File: config.mk
export PLATFORM = sky130hd
export DESIGN_NAME = pmfl_top
export DESIGN_NICKNAME = d
export VERILOG_FILES = /design/src/core/pmfl_pkg.sv /design/src/core/pmfl_sequencer.sv /design/src/core/pmfl_top.sv
export VERILOG_INCLUDE_DIRS = /design/src /design/src/core
export SDC_FILE = /design/constraint.sdc
export NUM_CORES = 1
export LEC_CHECK = 0
export BUFFER_PORTS_ARGS = -buffer_cell sky130_fd_sc_hd__buf_2
export CAP_MARGIN = 20
export CORE_ASPECT_RATIO = 0.9
export CORE_MARGIN = 10
export CORE_UTILIZATION = 45
export DETAILED_ROUTE_END_ITERATION = 10
export PLACE_DENSITY = 0.61
export SETUP_SLACK_MARGIN = 0.2
export SLEW_MARGIN = 20
export SYNTH_ARGS = -nofsm -noshare
export SYNTH_HDL_FRONTEND = slang
export SYNTH_HIERARCHICAL = 1
export SYNTH_SLANG_ARGS = --single-unit
export TNS_END_PERCENT = 20
File: constraint.sdc
create_clock -name CORE_CLK_IN -period 14.5 [get_ports CORE_CLK_IN]
set_input_delay 2.175 -clock CORE_CLK_IN [delete_from_list [all_inputs] [get_ports CORE_CLK_IN]]
set_output_delay 2.175 -clock CORE_CLK_IN [all_outputs]
set_load 0.005 [all_outputs]
File: src/core/pmfl_consts.svh
/*
 * constants of the power monitor fault-limit block: register offsets,
 * reset values and field positions.
 * assumes inclusion by bare name from the core folder.
 */
`ifndef PMFL_CONSTS_SVH
`define PMFL_CONSTS_SVH

// register byte offsets (word aligned)
`define PMFL_OFS_DEV_CFG   8'h00
`define PMFL_OFS_CONV_CFG  8'h04
`define PMFL_OFS_CUR_LIM   8'h08
`define PMFL_OFS_BUS_LIM   8'h0c
`define PMFL_OFS_PWR_LIM   8'h10
`define PMFL_OFS_CUR_RES   8'h14
`define PMFL_OFS_BUS_RES   8'h18
`define PMFL_OFS_PWR_RES   8'h1c
`define PMFL_OFS_TMP_RES   8'h20
`define PMFL_OFS_CHG_RES   8'h24
`define PMFL_OFS_IRQ_STAT  8'h28
`define PMFL_OFS_IRQ_CLR   8'h2c
`define PMFL_OFS_IRQ_EN    8'h30

// reset values
`define PMFL_RST_DEV_CFG   16'h0000
`define PMFL_RST_CONV_CFG  16'h0007
`define PMFL_RST_CUR_LIM   16'h7fff
`define PMFL_RST_BUS_LIM   16'h7fff
`define PMFL_RST_PWR_LIM   16'hffff
`define PMFL_RST_IRQ_EN    3'h0

// converter configuration fields
`define PMFL_CONV_RUN_BIT  0
`define PMFL_CONV_SEQ_MSB  2
`define PMFL_CONV_SEQ_LSB  1

// alignment shifts of 16-bit limits onto results
`define PMFL_SHIFT_VI      4
`define PMFL_SHIFT_PWR     8

// status bit positions
`define PMFL_EV_CUR        0
`define PMFL_EV_BUS        1
`define PMFL_EV_PWR        2

`endif

File: src/core/pmfl_pkg.sv
/*
 * types of the power monitor fault-limit block.
 * assumes nothing beyond a SystemVerilog compiler.
 */
package pmfl_pkg;

    // channel in the conversion cycle
    typedef enum logic [1:0]
    {
        PMFL_CH_TEMP,
        PMFL_CH_CUR,
        PMFL_CH_BUS
    } pmfl_chan_t;

    // one completed conversion
    typedef struct packed
    {
        logic        valid;
        pmfl_chan_t  chan;
        logic [19:0] value;
    } pmfl_conv_t;

    // measurement results
    typedef struct packed
    {
        logic [19:0] cur;
        logic [19:0] bus;
        logic [23:0] pwr;
        logic [15:0] tmp;
        logic [19:0] chg;
    } pmfl_res_t;

endpackage : pmfl_pkg

File: src/core/pmfl_sequencer.sv
/*
 * converter sequencer: walks temperature, current and bus voltage in turn
 * while enabled, one conversion per slot.
 * assumes the front end delivers raw samples on the core clock.
 */
module pmfl_sequencer
    import pmfl_pkg::*;
#(
    parameter int SLOT_CYCLES = 16
)
(
    input  wire logic        clk_in,
    input  wire logic        rst_n_in,
    input  wire logic        run_in,
    input  wire logic [19:0] temp_smp_in,
    input  wire logic [19:0] cur_smp_in,
    input  wire logic [19:0] bus_smp_in,
    output pmfl_conv_t       conv_out
);

    logic [$clog2(SLOT_CYCLES)-1:0] slot_cnt_ff;
    pmfl_chan_t                     chan_ff;
    logic                           done;

    assign done = (slot_cnt_ff == ($clog2(SLOT_CYCLES))'(SLOT_CYCLES - 1));

    // slot timer
    always_ff @(posedge clk_in or negedge rst_n_in)
    begin
        if (!rst_n_in)
            slot_cnt_ff <= '0;
        else if (!run_in || done)
            slot_cnt_ff <= '0;
        else
            slot_cnt_ff <= slot_cnt_ff + 1'b1;
    end

    // channel rotation, temperature then current then bus voltage
    always_ff @(posedge clk_in or negedge rst_n_in)
    begin
        if (!rst_n_in)
            chan_ff <= PMFL_CH_TEMP;
        else if (run_in && done)
        begin
            unique case (chan_ff)
                PMFL_CH_TEMP: chan_ff <= PMFL_CH_CUR;
                PMFL_CH_CUR:  chan_ff <= PMFL_CH_BUS;
                default:      chan_ff <= PMFL_CH_TEMP;
            endcase
        end
    end

    // conversion result register
    always_ff @(posedge clk_in or negedge rst_n_in)
    begin
        if (!rst_n_in)
            conv_out <= '0;
        else
        begin
            conv_out.valid <= run_in && done;
            conv_out.chan  <= chan_ff;
            unique case (chan_ff)
                PMFL_CH_TEMP: conv_out.value <= temp_smp_in;
                PMFL_CH_CUR:  conv_out.value <= cur_smp_in;
                default:      conv_out.value <= bus_smp_in;
            endcase
        end
    end

endmodule : pmfl_sequencer

File: src/core/pmfl_top.sv
/*
 * fault-limit register bank of a digital current and power monitor:
 * wishbone slave, limits, result formats, comparison and interrupt.
 * assumes raw samples on the core clock and one wishbone master.
 */
// Design decisions made here: the Wishbone interface to the registers and the placing of the registers.
// Overview of operation
// - after reset the converter runs by itself through temperature, current and bus voltage.
// - every power-up loads both configuration registers with their reset values.
// - the 16-bit current and bus limits align with bits 19:4 of the 20-bit results.
// - the 16-bit power limit aligns with bits 23:8 of the 24-bit power result.
// - the current limit register written by the host is the current fault level.
// - the bus voltage result is compared with the bus overvoltage limit register.
// - every power-up returns all limit registers to their defaults.
// - current, bus voltage, charge and temperature read as two's complement values.
`include "pmfl_consts.svh"

module pmfl_top
    import pmfl_pkg::*;
#(
    parameter int SLOT_CYCLES = 16
)
(
    input  wire logic        CORE_CLK_IN,
    input  wire logic        RST_N_IN,
    input  wire logic        WB_CYC_IN,
    input  wire logic        WB_STB_IN,
    input  wire logic        WB_WE_IN,
    input  wire logic [7:0]  WB_ADR_IN,
    input  wire logic [3:0]  WB_SEL_IN,
    input  wire logic [31:0] WB_DAT_IN,
    output logic      [31:0] WB_DAT_OUT,
    output logic             WB_ACK_OUT,
    input  wire logic [19:0] TEMP_SMP_IN,
    input  wire logic [19:0] CUR_SMP_IN,
    input  wire logic [19:0] BUS_SMP_IN,
    output logic             IRQ_OUT
);

    // ****************************************
    // registers
    // ****************************************
    logic [15:0] dev_cfg_ff;
    logic [15:0] conv_cfg_ff;
    logic [15:0] current_over_limit_threshold_ff;
    logic [15:0] bus_overvoltage_threshold_ff;
    logic [15:0] pwr_lim_ff;
    pmfl_res_t   res_ff;
    logic [2:0]  irq_stat_ff;
    logic [2:0]  irq_en_ff;
    logic        ack_ff;
    logic [31:0] nxt_dat;
    logic        wr_stb;
    logic [2:0]  ev;
    logic [2:0]  clr;
    pmfl_conv_t  conv;
    logic [47:0] pwr_prod;
    logic [19:0] cur_mag;

    // lane-merge of a 16-bit register with the bus data
    function automatic logic [15:0] merge16(input logic [15:0] old_v,
                                            input logic [31:0] dat,
                                            input logic [3:0]  sel);
        merge16 = old_v;
        if (sel[0])
            merge16[7:0] = dat[7:0];
        if (sel[1])
            merge16[15:8] = dat[15:8];
    endfunction : merge16

    // signed compare of result against limit shifted up
    function automatic logic over_lim(input logic [23:0] res,
                                      input logic [15:0] lim,
                                      input int          shift);
        logic signed [24:0] r;
        logic signed [24:0] l;
        r = {res[23], res};
        l = 25'(signed'(lim)) <<< shift;
        over_lim = (r > l);
    endfunction : over_lim

    // ****************************************
    // wishbone slave
    // ****************************************
    assign wr_stb = WB_CYC_IN && WB_STB_IN && WB_WE_IN && !ack_ff;

    // ack one cycle after the request, dropped the cycle after
    always_ff @(posedge CORE_CLK_IN or negedge RST_N_IN)
    begin
        if (!RST_N_IN)
            ack_ff <= 1'b0;
        else
            ack_ff <= WB_CYC_IN && WB_STB_IN && !ack_ff;
    end
    assign WB_ACK_OUT = ack_ff;

    // read mux, results sign-extended to 32 bits, power result zero-extended
    always_comb
    begin
        nxt_dat = 32'h0000_0000;
        unique case (WB_ADR_IN)
            `PMFL_OFS_DEV_CFG:  nxt_dat = {16'h0000, dev_cfg_ff};
            `PMFL_OFS_CONV_CFG: nxt_dat = {16'h0000, conv_cfg_ff};
            `PMFL_OFS_CUR_LIM:  nxt_dat = {16'h0000, current_over_limit_threshold_ff};
            `PMFL_OFS_BUS_LIM:  nxt_dat = {16'h0000, bus_overvoltage_threshold_ff};
            `PMFL_OFS_PWR_LIM:  nxt_dat = {16'h0000, pwr_lim_ff};
            `PMFL_OFS_CUR_RES:  nxt_dat = 32'(signed'(res_ff.cur));
            `PMFL_OFS_BUS_RES:  nxt_dat = 32'(signed'(res_ff.bus));
            `PMFL_OFS_PWR_RES:  nxt_dat = {8'h00, res_ff.pwr};
            `PMFL_OFS_TMP_RES:  nxt_dat = 32'(signed'(res_ff.tmp));
            `PMFL_OFS_CHG_RES:  nxt_dat = 32'(signed'(res_ff.chg));
            `PMFL_OFS_IRQ_STAT: nxt_dat = {29'h0, irq_stat_ff};
            `PMFL_OFS_IRQ_EN:   nxt_dat = {29'h0, irq_en_ff};
            default:            nxt_dat = 32'h0000_0000;
        endcase
    end

    // read data registered with the ack
    always_ff @(posedge CORE_CLK_IN or negedge RST_N_IN)
    begin
        if (!RST_N_IN)
            WB_DAT_OUT <= 32'h0000_0000;
        else if (WB_CYC_IN && WB_STB_IN && !ack_ff)
            WB_DAT_OUT <= nxt_dat;
    end

    // configuration registers, reset to defaults at power-up
    always_ff @(posedge CORE_CLK_IN or negedge RST_N_IN)
    begin
        if (!RST_N_IN)
        begin
            dev_cfg_ff  <= `PMFL_RST_DEV_CFG;
            conv_cfg_ff <= `PMFL_RST_CONV_CFG;
        end
        else if (wr_stb && WB_ADR_IN == `PMFL_OFS_DEV_CFG)
            dev_cfg_ff <= merge16(dev_cfg_ff, WB_DAT_IN, WB_SEL_IN);
        else if (wr_stb && WB_ADR_IN == `PMFL_OFS_CONV_CFG)
            conv_cfg_ff <= merge16(conv_cfg_ff, WB_DAT_IN, WB_SEL_IN);
    end

    // limit registers, reset to defaults at power-up
    always_ff @(posedge CORE_CLK_IN or negedge RST_N_IN)
    begin
        if (!RST_N_IN)
        begin
            current_over_limit_threshold_ff <= `PMFL_RST_CUR_LIM;
            bus_overvoltage_threshold_ff    <= `PMFL_RST_BUS_LIM;
            pwr_lim_ff                      <= `PMFL_RST_PWR_LIM;
        end
        else if (wr_stb)
        begin
            if (WB_ADR_IN == `PMFL_OFS_CUR_LIM)
                current_over_limit_threshold_ff <=
                    merge16(current_over_limit_threshold_ff, WB_DAT_IN, WB_SEL_IN);
            if (WB_ADR_IN == `PMFL_OFS_BUS_LIM)
                bus_overvoltage_threshold_ff <=
                    merge16(bus_overvoltage_threshold_ff, WB_DAT_IN, WB_SEL_IN);
            if (WB_ADR_IN == `PMFL_OFS_PWR_LIM)
                pwr_lim_ff <= merge16(pwr_lim_ff, WB_DAT_IN, WB_SEL_IN);
        end
    end

    // ****************************************
    // conversion and results
    // ****************************************
    pmfl_sequencer #(
        .SLOT_CYCLES (SLOT_CYCLES)
    ) u_seq (
        .clk_in      (CORE_CLK_IN),
        .rst_n_in    (RST_N_IN),
        .run_in      (conv_cfg_ff[`PMFL_CONV_RUN_BIT]),
        .temp_smp_in (TEMP_SMP_IN),
        .cur_smp_in  (CUR_SMP_IN),
        .bus_smp_in  (BUS_SMP_IN),
        .conv_out    (conv)
    );

    // power is current magnitude times the bus value being converted, upper bits kept;
    // the magnitude is taken at 20 bits so a negative current never wraps at 48 bits,
    // and the bus value of this conversion is used so power never pairs with a stale bus
    assign cur_mag  = res_ff.cur[19] ? 20'(-res_ff.cur) : res_ff.cur;
    assign pwr_prod = 48'(cur_mag) * 48'(conv.value);

    // result capture, charge follows each current update and power each bus update
    always_ff @(posedge CORE_CLK_IN or negedge RST_N_IN)
    begin
        if (!RST_N_IN)
            res_ff <= '0;
        else if (conv.valid)
        begin
            unique case (conv.chan)
                PMFL_CH_TEMP: res_ff.tmp <= conv.value[15:0];
                PMFL_CH_CUR:
                begin
                    res_ff.cur <= conv.value;
                    res_ff.chg <= res_ff.chg + conv.value;
                end
                default:
                begin
                    res_ff.bus <= conv.value;
                    res_ff.pwr <= pwr_prod[39:16];
                end
            endcase
        end
    end

    // ****************************************
    // fault detection and interrupt
    // ****************************************
    always_comb
    begin
        ev = 3'h0;
        if (conv.valid && conv.chan == PMFL_CH_CUR)
            ev[`PMFL_EV_CUR] = over_lim({{4{conv.value[19]}}, conv.value},
                                        current_over_limit_threshold_ff,
                                        `PMFL_SHIFT_VI);
        if (conv.valid && conv.chan == PMFL_CH_BUS)
        begin
            ev[`PMFL_EV_BUS] = over_lim({{4{conv.value[19]}}, conv.value},
                                        bus_overvoltage_threshold_ff,
                                        `PMFL_SHIFT_VI);
            ev[`PMFL_EV_PWR] = ({1'b0, pwr_prod[39:16]} >
                                (25'(pwr_lim_ff) << `PMFL_SHIFT_PWR));
        end
    end

    assign clr = (wr_stb && WB_ADR_IN == `PMFL_OFS_IRQ_CLR) ? WB_DAT_IN[2:0] : 3'h0;

    // sticky status, a new event wins over a clear
    always_ff @(posedge CORE_CLK_IN or negedge RST_N_IN)
    begin
        if (!RST_N_IN)
            irq_stat_ff <= 3'h0;
        else
            irq_stat_ff <= (irq_stat_ff & ~clr) | ev;
    end

    // interrupt enable
    always_ff @(posedge CORE_CLK_IN or negedge RST_N_IN)
    begin
        if (!RST_N_IN)
            irq_en_ff <= `PMFL_RST_IRQ_EN;
        else if (wr_stb && WB_ADR_IN == `PMFL_OFS_IRQ_EN && WB_SEL_IN[0])
            irq_en_ff <= WB_DAT_IN[2:0];
    end

    assign IRQ_OUT = |(irq_stat_ff & irq_en_ff);
endmodule : pmfl_top

==> results of run 1 <==
how the worst max path moves through the flow:
stage,start,to,slack [ps],depth (start not counted)
2_1_floorplan,res_ff[81],irq_stat_ff[2],5110,38
3_3_place_gp,res_ff[81],irq_stat_ff[2],3960,38
3_5_place_dp,res_ff[81],irq_stat_ff[2],3800,38
4_1_cts,res_ff[81],irq_stat_ff[2],3750,38
5_1_grt,res_ff[81],irq_stat_ff[2],3080,38
6_report,res_ff[81],irq_stat_ff[2],3670,38
worst register-to-register path, delay by kind of cell, from the launching register on:
family / cells / cell delay (ps)
buf+inv: 6 / 680
flops: 1 / 440
xor+xnor: 1 / 160
simple gates: 12 / 3040
compound gates: 9 / 2150
fa+ha+maj: 10 / 4250
flip-flops by register name, indices dropped and copies added (netlist names), 16 cells and up:
| name | flops |
|---|---|
| WB_DAT_OUT | 25 |
| res_ff | 100 |
| dev_cfg_ff | 16 |
| current_over_limit_threshold_ff | 16 |
| u_seq/conv_out | 23 |
| bus_overvoltage_threshold_ff | 16 |
| conv_cfg_ff | 16 |
| pwr_lim_ff | 16 |
metrics by stage:
stage | utilization (%) | worst slack (ps) | total power, mW | instances | area (um2)
after global routing | 49.7 | 3080 | 1.56 | 3536 | 28400
after global placement | 48.2 | 3960 | 0.827 | 3488 | 27600
after CTS | 49.7 | 3750 | 1.51 | 3536 | 28400
final | 49.7 | 3670 | 1.51 | 3536 | 28400
after floorplan | - | 5110 | 0.754 | 2673 | 26100
after detailed placement | 48.2 | 3800 | 0.830 | 3488 | 27600
placed cells by master, fill, tap and decap left out, drive strengths merged, types with 30 or more instances in the layout:
master / synthesis / layout
a21oi: 53 / 53
a22oi: 35 / 35
mux2: 154 / 154
and2: 200 / 200
fa: 320 / 320
a21o: 30 / 30
ha: 217 / 217
nor2: 50 / 50
dfrtp: 192 / 192
o21ai: 90 / 90
buf: 16 / 183
a221oi: 33 / 33
nand2: 306 / 306
clkbuf: 117 / 40
inv: 455 / 455
dfstp: 49 / 49
xnor2: 37 / 37
power breakdown:
group	switching (mW)	internal (mW)
Clock	0.280	0.406
Combinational	0.0862	0.0391
Sequential	0.00790	0.686
Total	0.374	1.13
metal layers:
layer / part of all wire [%] / GRT usage, %
met1: 45 / 31.3
met2: 46 / 36.0
met5: 0 / 0
met3: 6.7 / 3.17
met4: 2.0 / 4.58
logic make-up (layout without fill, tap and decap cells):
group                      count (synthesis)  count (layout)  synth area share [%]
xor gates and xnor gates                  55              55                  1.85
muxes                                    176             176                  7.50
AOI/OAI and AO/OA                        377             377                  9.95
and+or+nand+nor                          697             697                  13.6
DFF                                      241             241                  23.4
adders and majority gates                537             537                  35.0
buffers and inverters                    590             688                  8.79
final cells by class:
| class | instances | area share (%) |
|---|---|---|
| Inverter | 457 | 6.03 |
| Clock inverter | 8 | 0.445 |
| Clock buffer | 40 | 2.61 |
| Sequential cell | 241 | 21.4 |
| Tap cell | 765 | 3.37 |
| Multi-Input combinational cell | 1842 | 62.3 |
| Timing Repair Buffer | 183 | 3.78 |
==> flow_metrics.py, run 1 <==
metrics = {
    "floorplanning": {
        "io_pins": 143,
        "dieArea_um2": 68000,
        "die_y_um": 248,
        "rows": 83,
        "start_util_pct": 45.6,
        "die_w_um": 274,
        "core_um2": 57200,
    },
    "logic_synthesis": {
        "synth_nets": 3319,
        "ys_types": 79,
        "synth.avg_cell_area_um2": 9.75,
        "yosysSeqAreaShare_pct": 23.4,
        "synth_top_area_share_pct": 24.6,
        "syn_inst": 2673,
        "synth_async_sr_flop_share_pct": 100,
        "synthTopCellsByCount": "inv_1 (455), fa_1 (320), nand2_1 (306), ha_1 (217), and2_1 (199)",
        "synth_edf_count": 0,
        "synth_most_common_cell": "inv_1",
        "netlist_area_um2": 26100,
        "yosys_warnings": 6,
        "synth_area_leader_cell": "fa_1",
        "ys_seq_elements": 241,
        "synthTopCellsByArea": "fa_1 (25%), dfrtp_1 (18%), ha_1 (10%)",
        "postSynth.topFlopCell": "dfrtp_1",
    },
    "run_status": {
        "status": "complete, no violations",
    },
    "setup_path": {
        "reg2reg_to": "irq_stat_ff[2]",
        "r2r-start": "res_ff[81]",
        "cp.required_ps": 14910,
        "worstPathMaxFanout": 20,
        "cp.buffers_inverters": 6,
        "reg2reg_depth": 38,
        "slowest_stage": "or4_1",
        "critPathMaxStageDelay_ps": 540,
        "critPathLaunchType": "flop",
        "path_common_cell": "fa_1",
        "reg2reg_setup_slack_ps": 3670,
        "cpLargestDelayFamily": "adder cells",
        "arrival_ps": 11240,
        "cp-end-kind": "flop",
        "worstSetupPathType": "flop to flop",
    },
    "clock_network": {
        "cts.sinks": 241,
        "clk_latency_ps": 560,
        "clockBufferDepth": 3,
        "cts_tree": "done",
        "htreeDepth": 1,
        "cts_resized": 0,
        "cts_setup_buffers": 0,
        "hold_buffers": 0,
        "cts_made_buffers": 26,
        "root_buffer": "clkbuf_16",
        "clk_pin_slew_ps": 60,
    },
    "min_path": {
        "min_from": "u_seq/slot_cnt_ff[0]",
        "min_delay_path_depth": 1,
        "whs_endpoint": "u_seq/slot_cnt_ff[0]",
        "hold_path.class": "flop to flop",
    },
    "cells_and_area": {
        "multi_input_area_um2": 17700,
        "areaGrowthSynthToFinish_pct": 9.05,
        "final_net_count": 3397,
        "layout-drive-gt1-share_pct": 16.2,
        "fillers": 5273,
        "register_area_um2": 6100,
        "diodes": 0,
    },
    "global_route": {
        "grt_pass1_vias": 21100,
        "grt-ovfl-total": 0,
        "grt_util_all_layers_pct": 22.2,
        "antenna_found_initial": 2,
        "grt_pass1_wl_mm": 120,
        "grt_max_degree": 107,
    },
    "timing": {
        "fin_crit_ps": 10830,
        "finalSetupViolCount": 0,
        "final_max_slew_viol_count": 0,
        "hold_violations": 0,
        "tightest_slew_ps": 1060,
        "holdWs_ps": 490,
        "rsz0062_at_grt": "no",
        "period_share_pct": 74.7,
        "clock_skew_ps": 27.8,
        "fmax_ghz": 0.0923,
        "setup_tns_ps": 0,
        "slew_headroom_pct": 29.0,
    },
    "drt": {
        "vias_per_cell": 5.59,
        "wl_per_cell_um": 21.0,
        "routed_wl_mm": 74.1,
        "drt_iter0_drc": 1466,
        "ant_nets": 0,
        "drt_pass1_iterations": 6,
        "route.detailed.drc": 0,
        "vias": 19800,
    },
    "flow_run": {
        "drv_cap": 0,
    },
    "place": {
        "gp_congestion": 0.902,
        "dpl.hpwl_mm": 54.8,
        "io_buffers": 124,
    },
    "pwr": {
        "p_per_area_nw_per_um2": 53.0,
        "cellLeakagePower_nw": 14.5,
        "vdd.ir_drop.worst_uv": 95.2,
    },
}
Power figures use the tool's default switching activity.
==> run 2: changes to the inputs <==
--- a/config.mk
+++ b/config.mk
@@ -6,6 +6,7 @@
 export SDC_FILE = /design/constraint.sdc
 export NUM_CORES = 1
 export LEC_CHECK = 0
+export ABC_AREA = 1
 export BUFFER_PORTS_ARGS = -buffer_cell sky130_fd_sc_hd__buf_2
 export CAP_MARGIN = 20
 export CORE_ASPECT_RATIO = 0.9
==> constraint.sdc (replaced) <==
create_clock -name CORE_CLK_IN -period 10.8 [get_ports CORE_CLK_IN]
set_input_delay 1.62 -clock CORE_CLK_IN [delete_from_list [all_inputs] [get_ports CORE_CLK_IN]]
set_output_delay 1.62 -clock CORE_CLK_IN [all_outputs]
set_load 0.005 [all_outputs]
==> flow_metrics.py, run 2 <==
metrics = {
    "timing": {
        "hold_violations": 0,
        "setup_tns_ps": 0,
        "final_max_slew_viol_count": 0,
        "rsz0062_at_grt": "no",
        "tightest_slew_ps": 972,
        "fmax_ghz": 0.0995,
        "finalSetupViolCount": 0,
        "fin_crit_ps": 10050,
        "clock_skew_ps": 14.0,
        "period_share_pct": 93.1,
        "slew_headroom_pct": 35.1,
    },
    "cells_and_area": {
        "final_net_count": 4088,
        "final_common_cell": "nand2_1",
        "largest_reg_flops": 100,
        "areaGrowthSynthToFinish_pct": 9.06,
        "top_register": "res_ff",
        "largestRegisters": "res_ff: 100 flops, WB_DAT_OUT: 25 flops, u_seq/conv_out: 23 flops",
        "final_cells": 4236,
        "final_cell_mix": "nand2_1 (798), inv_1 (630), fa_1 (320), nor2_1 (280), o21ai_0 (265)",
        "fillers": 5868,
        "layout-drive-gt1-share_pct": 8.79,
    },
    "clock_network": {
        "clockBufferDepth": 3,
        "clk_pin_slew_ps": 70,
        "clk_latency_ps": 550,
        "hold_buffers": 0,
        "root_buffer": "clkbuf_16",
        "cts.sinks": 241,
        "cts_resized": 0,
        "cts_setup_buffers": 0,
        "cts_made_buffers": 24,
        "htreeDepth": 1,
        "cts_tree": "done",
    },
    "logic_synthesis": {
        "synthTopCellsByCount": "nand2_1 (800), inv_1 (630), fa_1 (320), nor2_1 (281), o21ai_0 (265)",
        "netlist_area_um2": 26300,
        "synth_xor_area_share_pct": 0.931,
        "ys_seq_elements": 241,
        "synth-simple-area-share_pct": 20.0,
        "ys_types": 52,
        "yosysSeqAreaShare_pct": 23.1,
        "syn_inst": 3349,
        "synthTopCellsByArea": "fa_1 (24%), dfrtp_1 (18%), nand2_1 (11%)",
        "synthMuxAreaShare_pct": 0,
        "synth-compound-area-share_pct": 10.1,
        "synth.avg_cell_area_um2": 7.86,
        "postSynth.topFlopCell": "dfrtp_1",
        "synth_area_leader_cell": "fa_1",
        "synth_async_sr_flop_share_pct": 100,
        "synth_edf_count": 0,
        "synth_top_family_by_area": "adder cells",
        "synth_top_area_share_pct": 24.3,
        "synthAdderAreaFrac_pct": 34.6,
        "synth_most_common_cell": "nand2_1",
        "synth_nets": 3995,
        "yosys_warnings": 6,
    },
    "pwr": {
        "cellLeakagePower_nw": 14.9,
        "p_per_area_nw_per_um2": 68.7,
        "vdd.ir_drop.worst_uv": 114,
    },
    "floorplanning": {
        "start_util_pct": 45.2,
        "die_y_um": 250,
        "die_w_um": 275,
        "core_um2": 58200,
        "io_pins": 143,
        "dieArea_um2": 68600,
        "rows": 84,
    },
    "place": {
        "io_buffers": 124,
        "placed_cells": 4190,
        "dpl.hpwl_mm": 68.0,
        "gp_congestion": 1.01,
    },
    "setup_path": {
        "reg2reg_setup_slack_ps": 750,
        "reg2reg_depth": 41,
        "slowest_stage": "dfrtp_1",
        "cp.buffers_inverters": 8,
        "startpoint": "res_ff[80]",
        "critPathMaxStageDelay_ps": 560,
        "cp-end-kind": "flop",
        "cp.required_ps": 11240,
        "arrival_ps": 10490,
        "reg2reg_to": "irq_stat_ff[2]",
        "path_common_cell": "inv_1",
        "crit_cells": 41,
        "critPathLaunchType": "flop",
        "worstSetupPathType": "flop to flop",
        "endpoint": "irq_stat_ff[2]",
        "r2r-start": "res_ff[80]",
        "worstPathMaxFanout": 12,
        "cpLargestDelayFamily": "adder cells",
    },
    "global_route": {
        "grt_pass1_vias": 22000,
        "antenna_found_initial": 4,
        "grt_max_degree": 105,
        "grt-ovfl-total": 0,
        "grt_util_all_layers_pct": 25.6,
        "grt_pass1_wl_mm": 134,
    },
    "drt": {
        "vias_per_cell": 5.38,
        "routed_wl_mm": 88.1,
        "route.detailed.drc": 0,
        "wl_per_cell_um": 20.8,
        "drt_iter0_drc": 2470,
        "ant_nets": 0,
        "drt_pass1_iterations": 6,
        "vias": 22800,
    },
    "flow_run": {
        "drv_cap": 0,
    },
    "min_path": {
        "hold_path.class": "flop to flop",
    },
    "run_status": {
        "status": "complete, no violations",
    },
}
## run 2: cell types whose count changed after synthesis, sizes merged, moves of 154 or more
| cell | before | now |
|---|---|---|
| and2 | 200 | 9 |
| inv | 455 | 636 |
| mux2 | 154 | 0 |
| nand2 | 306 | 801 |
| nor2 | 50 | 295 |
| o21ai | 90 | 268 |
## run 2: cell type report
cell class              instances  area (um2)  area share [%]
multi-input cells            2338       17300            60.3
flip-flops and latches        241        6090            21.2
inverters                     654        2450            8.55
repair buffers                183        1070            3.74
well taps                     774         968            3.37
clock buffers                  34         668            2.33
clock inverters                10         149           0.518
diodes                          2        5.00          0.0174
## run 2: worst min path at each step
| stage | start | to | slack (ps) | cells past startpoint |
|---|---|---|---|---|
| floorplan | u_seq/chan_ff[0] | u_seq/conv_out[20] | 410 | 0 |
| global placement | u_seq/chan_ff[0] | u_seq/conv_out[20] | 440 | 0 |
| global route | u_seq/chan_ff[0] | u_seq/conv_out[20] | 480 | 0 |
| detailed placement | u_seq/chan_ff[0] | u_seq/conv_out[20] | 440 | 0 |
| CTS | u_seq/chan_ff[0] | u_seq/conv_out[20] | 460 | 0 |
| finish | u_seq/chan_ff[0] | u_seq/conv_out[20] | 450 | 0 |
## run 2: where the power goes
| group | total, mW | internal [mW] | leakage, nW | switching, mW |
|---|---|---|---|---|
| logic | 0.159 | 0.0376 | 11.4 | 0.121 |
| registers | 0.922 | 0.910 | 3.13 | 0.0117 |
| clock network | 0.893 | 0.508 | 0.392 | 0.385 |
| total | 1.97 | 1.46 | 14.9 | 0.518 |
## run 2: cells by family after synthesis
kind of cell               Yosys count
and+or+nand+nor                   1291
buffers and inverters              770
adders and majority gates          537
AOI/OAI and AO/OA                  482
DFF                                241
xor gates and xnor gates            28
## run 2: metrics by stage
| stage | cell area (um2) | utilization (%) | setup WS [ps] | total power, mW | hold WS, ps |
|---|---|---|---|---|---|
| 2_1_floorplan | 26300 | - | 2770 | 0.993 | 413 |
| 3_3_place_gp | 27900 | 47.9 | 1040 | 1.09 | 439 |
| 4_1_cts | 28700 | 49.3 | 945 | 1.98 | 456 |
| 6_report | 28700 | 49.3 | 750 | 1.97 | 452 |
| 3_5_place_dp | 27900 | 47.9 | 981 | 1.09 | 441 |
| 5_1_grt | 28700 | 49.3 | 324 | 2.03 | 475 |
## run 2: layer usage
layer / share of wire (%) / global-route usage, % / vias up / wire length [um]
met4: 3.0 / 7.13 / 6 / 2660
met1: 44 / 36.5 / 11100 / 38500
li1: - / - / 10600 / -
met3: 10 / 6.77 / 158 / 8950
met5: 0.20 / 1.97 / - / 177
met2: 43 / 37.4 / 965 / 37800
==> run 3: changes to the inputs <==
--- a/config.mk
+++ b/config.mk
@@ -6,13 +6,13 @@
 export SDC_FILE = /design/constraint.sdc
 export NUM_CORES = 1
 export LEC_CHECK = 0
-export ABC_AREA = 1
 export BUFFER_PORTS_ARGS = -buffer_cell sky130_fd_sc_hd__buf_2
 export CAP_MARGIN = 20
 export CORE_ASPECT_RATIO = 0.9
 export CORE_MARGIN = 10
 export CORE_UTILIZATION = 45
 export DETAILED_ROUTE_END_ITERATION = 10
+export MAX_ROUTING_LAYER = met4
 export PLACE_DENSITY = 0.61
 export SETUP_SLACK_MARGIN = 0.2
 export SLEW_MARGIN = 20
==> flow_metrics.py, run 3 (same netlist as run 1, synthesis figures left out) <==
metrics = {
    "timing": {
        "fin_crit_ps": 10180,
        "period_share_pct": 94.2,
        "rsz0062_at_grt": "no",
        "setup_tns_ps": 0,
        "final_max_slew_viol_count": 0,
        "tightest_slew_ps": 1150,
        "slew_headroom_pct": 23.2,
        "finalSetupViolCount": 0,
        "fmax_ghz": 0.0983,
        "hold_violations": 0,
        "clock_skew_ps": 24.5,
    },
    "setup_path": {
        "cp.required_ps": 11210,
        "cp-end-kind": "flop",
        "r2r-start": "res_ff[81]",
        "reg2reg_to": "irq_stat_ff[2]",
        "reg2reg_depth": 37,
        "cp.buffers_inverters": 5,
        "worstSetupPathType": "flop to flop",
        "path_common_cell": "fa_1",
        "critPathLaunchType": "flop",
        "startpoint": "res_ff[81]",
        "reg2reg_setup_slack_ps": 620,
        "slowest_stage": "or4_1",
        "worstPathMaxFanout": 7,
        "cpLargestDelayFamily": "adder cells",
        "arrival_ps": 10580,
        "critPathMaxStageDelay_ps": 540,
    },
    "drt": {
        "wl_per_cell_um": 21.0,
        "route.detailed.drc": 0,
        "vias": 19700,
        "ant_nets": 0,
        "routed_wl_mm": 74.8,
        "drt_pass1_iterations": 7,
        "drt_iter0_drc": 1358,
        "vias_per_cell": 5.54,
    },
    "floorplanning": {
        "rows": 83,
        "core_um2": 57200,
        "die_w_um": 274,
        "io_pins": 143,
        "start_util_pct": 45.6,
        "die_y_um": 248,
        "dieArea_um2": 68000,
    },
    "clock_network": {
        "cts.sinks": 241,
        "root_buffer": "clkbuf_16",
        "clk_pin_slew_ps": 60,
        "clockBufferDepth": 3,
        "cts_tree": "done",
        "cts_made_buffers": 26,
        "clk_latency_ps": 560,
        "htreeDepth": 1,
    },
    "run_status": {
        "status": "complete, no violations",
    },
    "min_path": {
        "min_delay_path_depth": 2,
        "min_from": "res_ff[64]",
        "whs_endpoint": "res_ff[64]",
        "hold_path.class": "flop to flop",
    },
    "cells_and_area": {
        "largest_reg_flops": 100,
        "final_net_count": 3422,
        "fillers": 5318,
        "final_cell_mix": "inv_1 (455), fa_1 (320), nand2_1 (305), ha_1 (217), and2_1 (199)",
        "multi_input_area_um2": 17900,
        "diodes": 0,
        "largestRegisters": "res_ff: 100 flops, WB_DAT_OUT: 25 flops, u_seq/conv_out: 23 flops",
        "top_register": "res_ff",
        "register_area_um2": 6090,
        "final_util_pct": 50.2,
        "layout-drive-gt1-share_pct": 17.5,
        "final_common_cell": "inv_1",
        "areaGrowthSynthToFinish_pct": 10.2,
    },
    "flow_run": {
        "drv_cap": 0,
    },
    "global_route": {
        "grt_util_all_layers_pct": 23.1,
        "grt-ovfl-total": 0,
        "antenna_found_initial": 1,
        "grt_pass1_wl_mm": 120,
        "grt_pass1_vias": 21100,
        "grt_max_degree": 118,
    },
    "place": {
        "io_buffers": 124,
        "dpl.hpwl_mm": 58.1,
        "gp_congestion": 0.963,
    },
    "pwr": {
        "p_per_area_nw_per_um2": 68.7,
        "vdd.ir_drop.worst_uv": 112,
        "cellLeakagePower_nw": 14.7,
    },
}
run 3: cell types whose count changed in the layout (fill, tap and decap cells not counted), moves of 22 or more:
cell     delta
a21o_1     +23
and2_1    +190
inv_1     -175
a21oi_1    -66
nand3_1   -104
a22oi_1    +35
o21ai_0   -200
nor2_1    -232
mux2_2    +154
nand2_1   -493
mux2i_1    +22
buf_4      +22
run 3: worst min-delay path: stages (launching register included):
cell and delay [ps]:
dfrtp_1 340, nand2_1 40, o21ai_0 70
run 3: worst max path at each step:
stage | endpoint | slack, ps | cells after the start
2_1_floorplan | irq_stat_ff[2] | 1410 | 38
6_report | irq_stat_ff[2] | 620 | 37
4_1_cts | irq_stat_ff[2] | 240 | 37
3_5_place_dp | irq_stat_ff[2] | 300 | 37
5_1_grt | irq_stat_ff[2] | 230 | 37
3_3_place_gp | irq_stat_ff[2] | 450 | 37
run 3: power breakdown:
group / internal [mW] / switching [mW] / leakage, nW
Sequential: 0.921 / 0.0269 / 3.10
Clock: 0.495 / 0.378 / 0.412
Combinational: 0.0531 / 0.0999 / 11.2
run 3: timing repair:
item	CTS	global route
endpoints found under the setup margin	0	1
gates resized for setup	0	24
hold buffers	0	0
setup buffers	0	10
endpoints found under the hold margin	0	0
run 3: area by class of cell:
cell class / count / share of cell area (%)
Sequential cell: 241 / 21.2
Clock inverter: 8 / 0.209
Clock buffer: 40 / 2.69
Timing Repair Buffer: 207 / 4.39
Multi-Input combinational cell: 1843 / 62.2
Inverter: 457 / 5.97
Tap cell: 765 / 3.33
run 3: metal layers:
layer  vias up  global-route usage [%]  routed length, um
met5         -                       -                  0
met4         0                    5.31               1960
met3       134                    4.03               5630
met2       687                    36.0              34000
met1     10000                    31.0              33300
li1       8886                       -                  -
run 3: per-stage QoR:
step           cell area [um2]  instances  setup WS [ps]  hold slack, ps  power [mW]
2_1_floorplan            26100       2673           1410             355        1.01
3_3_place_gp             27700       3502            446             467        1.11
3_5_place_dp             27700       3502            295             474        1.12
4_1_cts                  28500       3550            238             489        1.98
5_1_grt                  28700       3561            233             517        2.04
6_report                 28700       3561            625             491        1.97
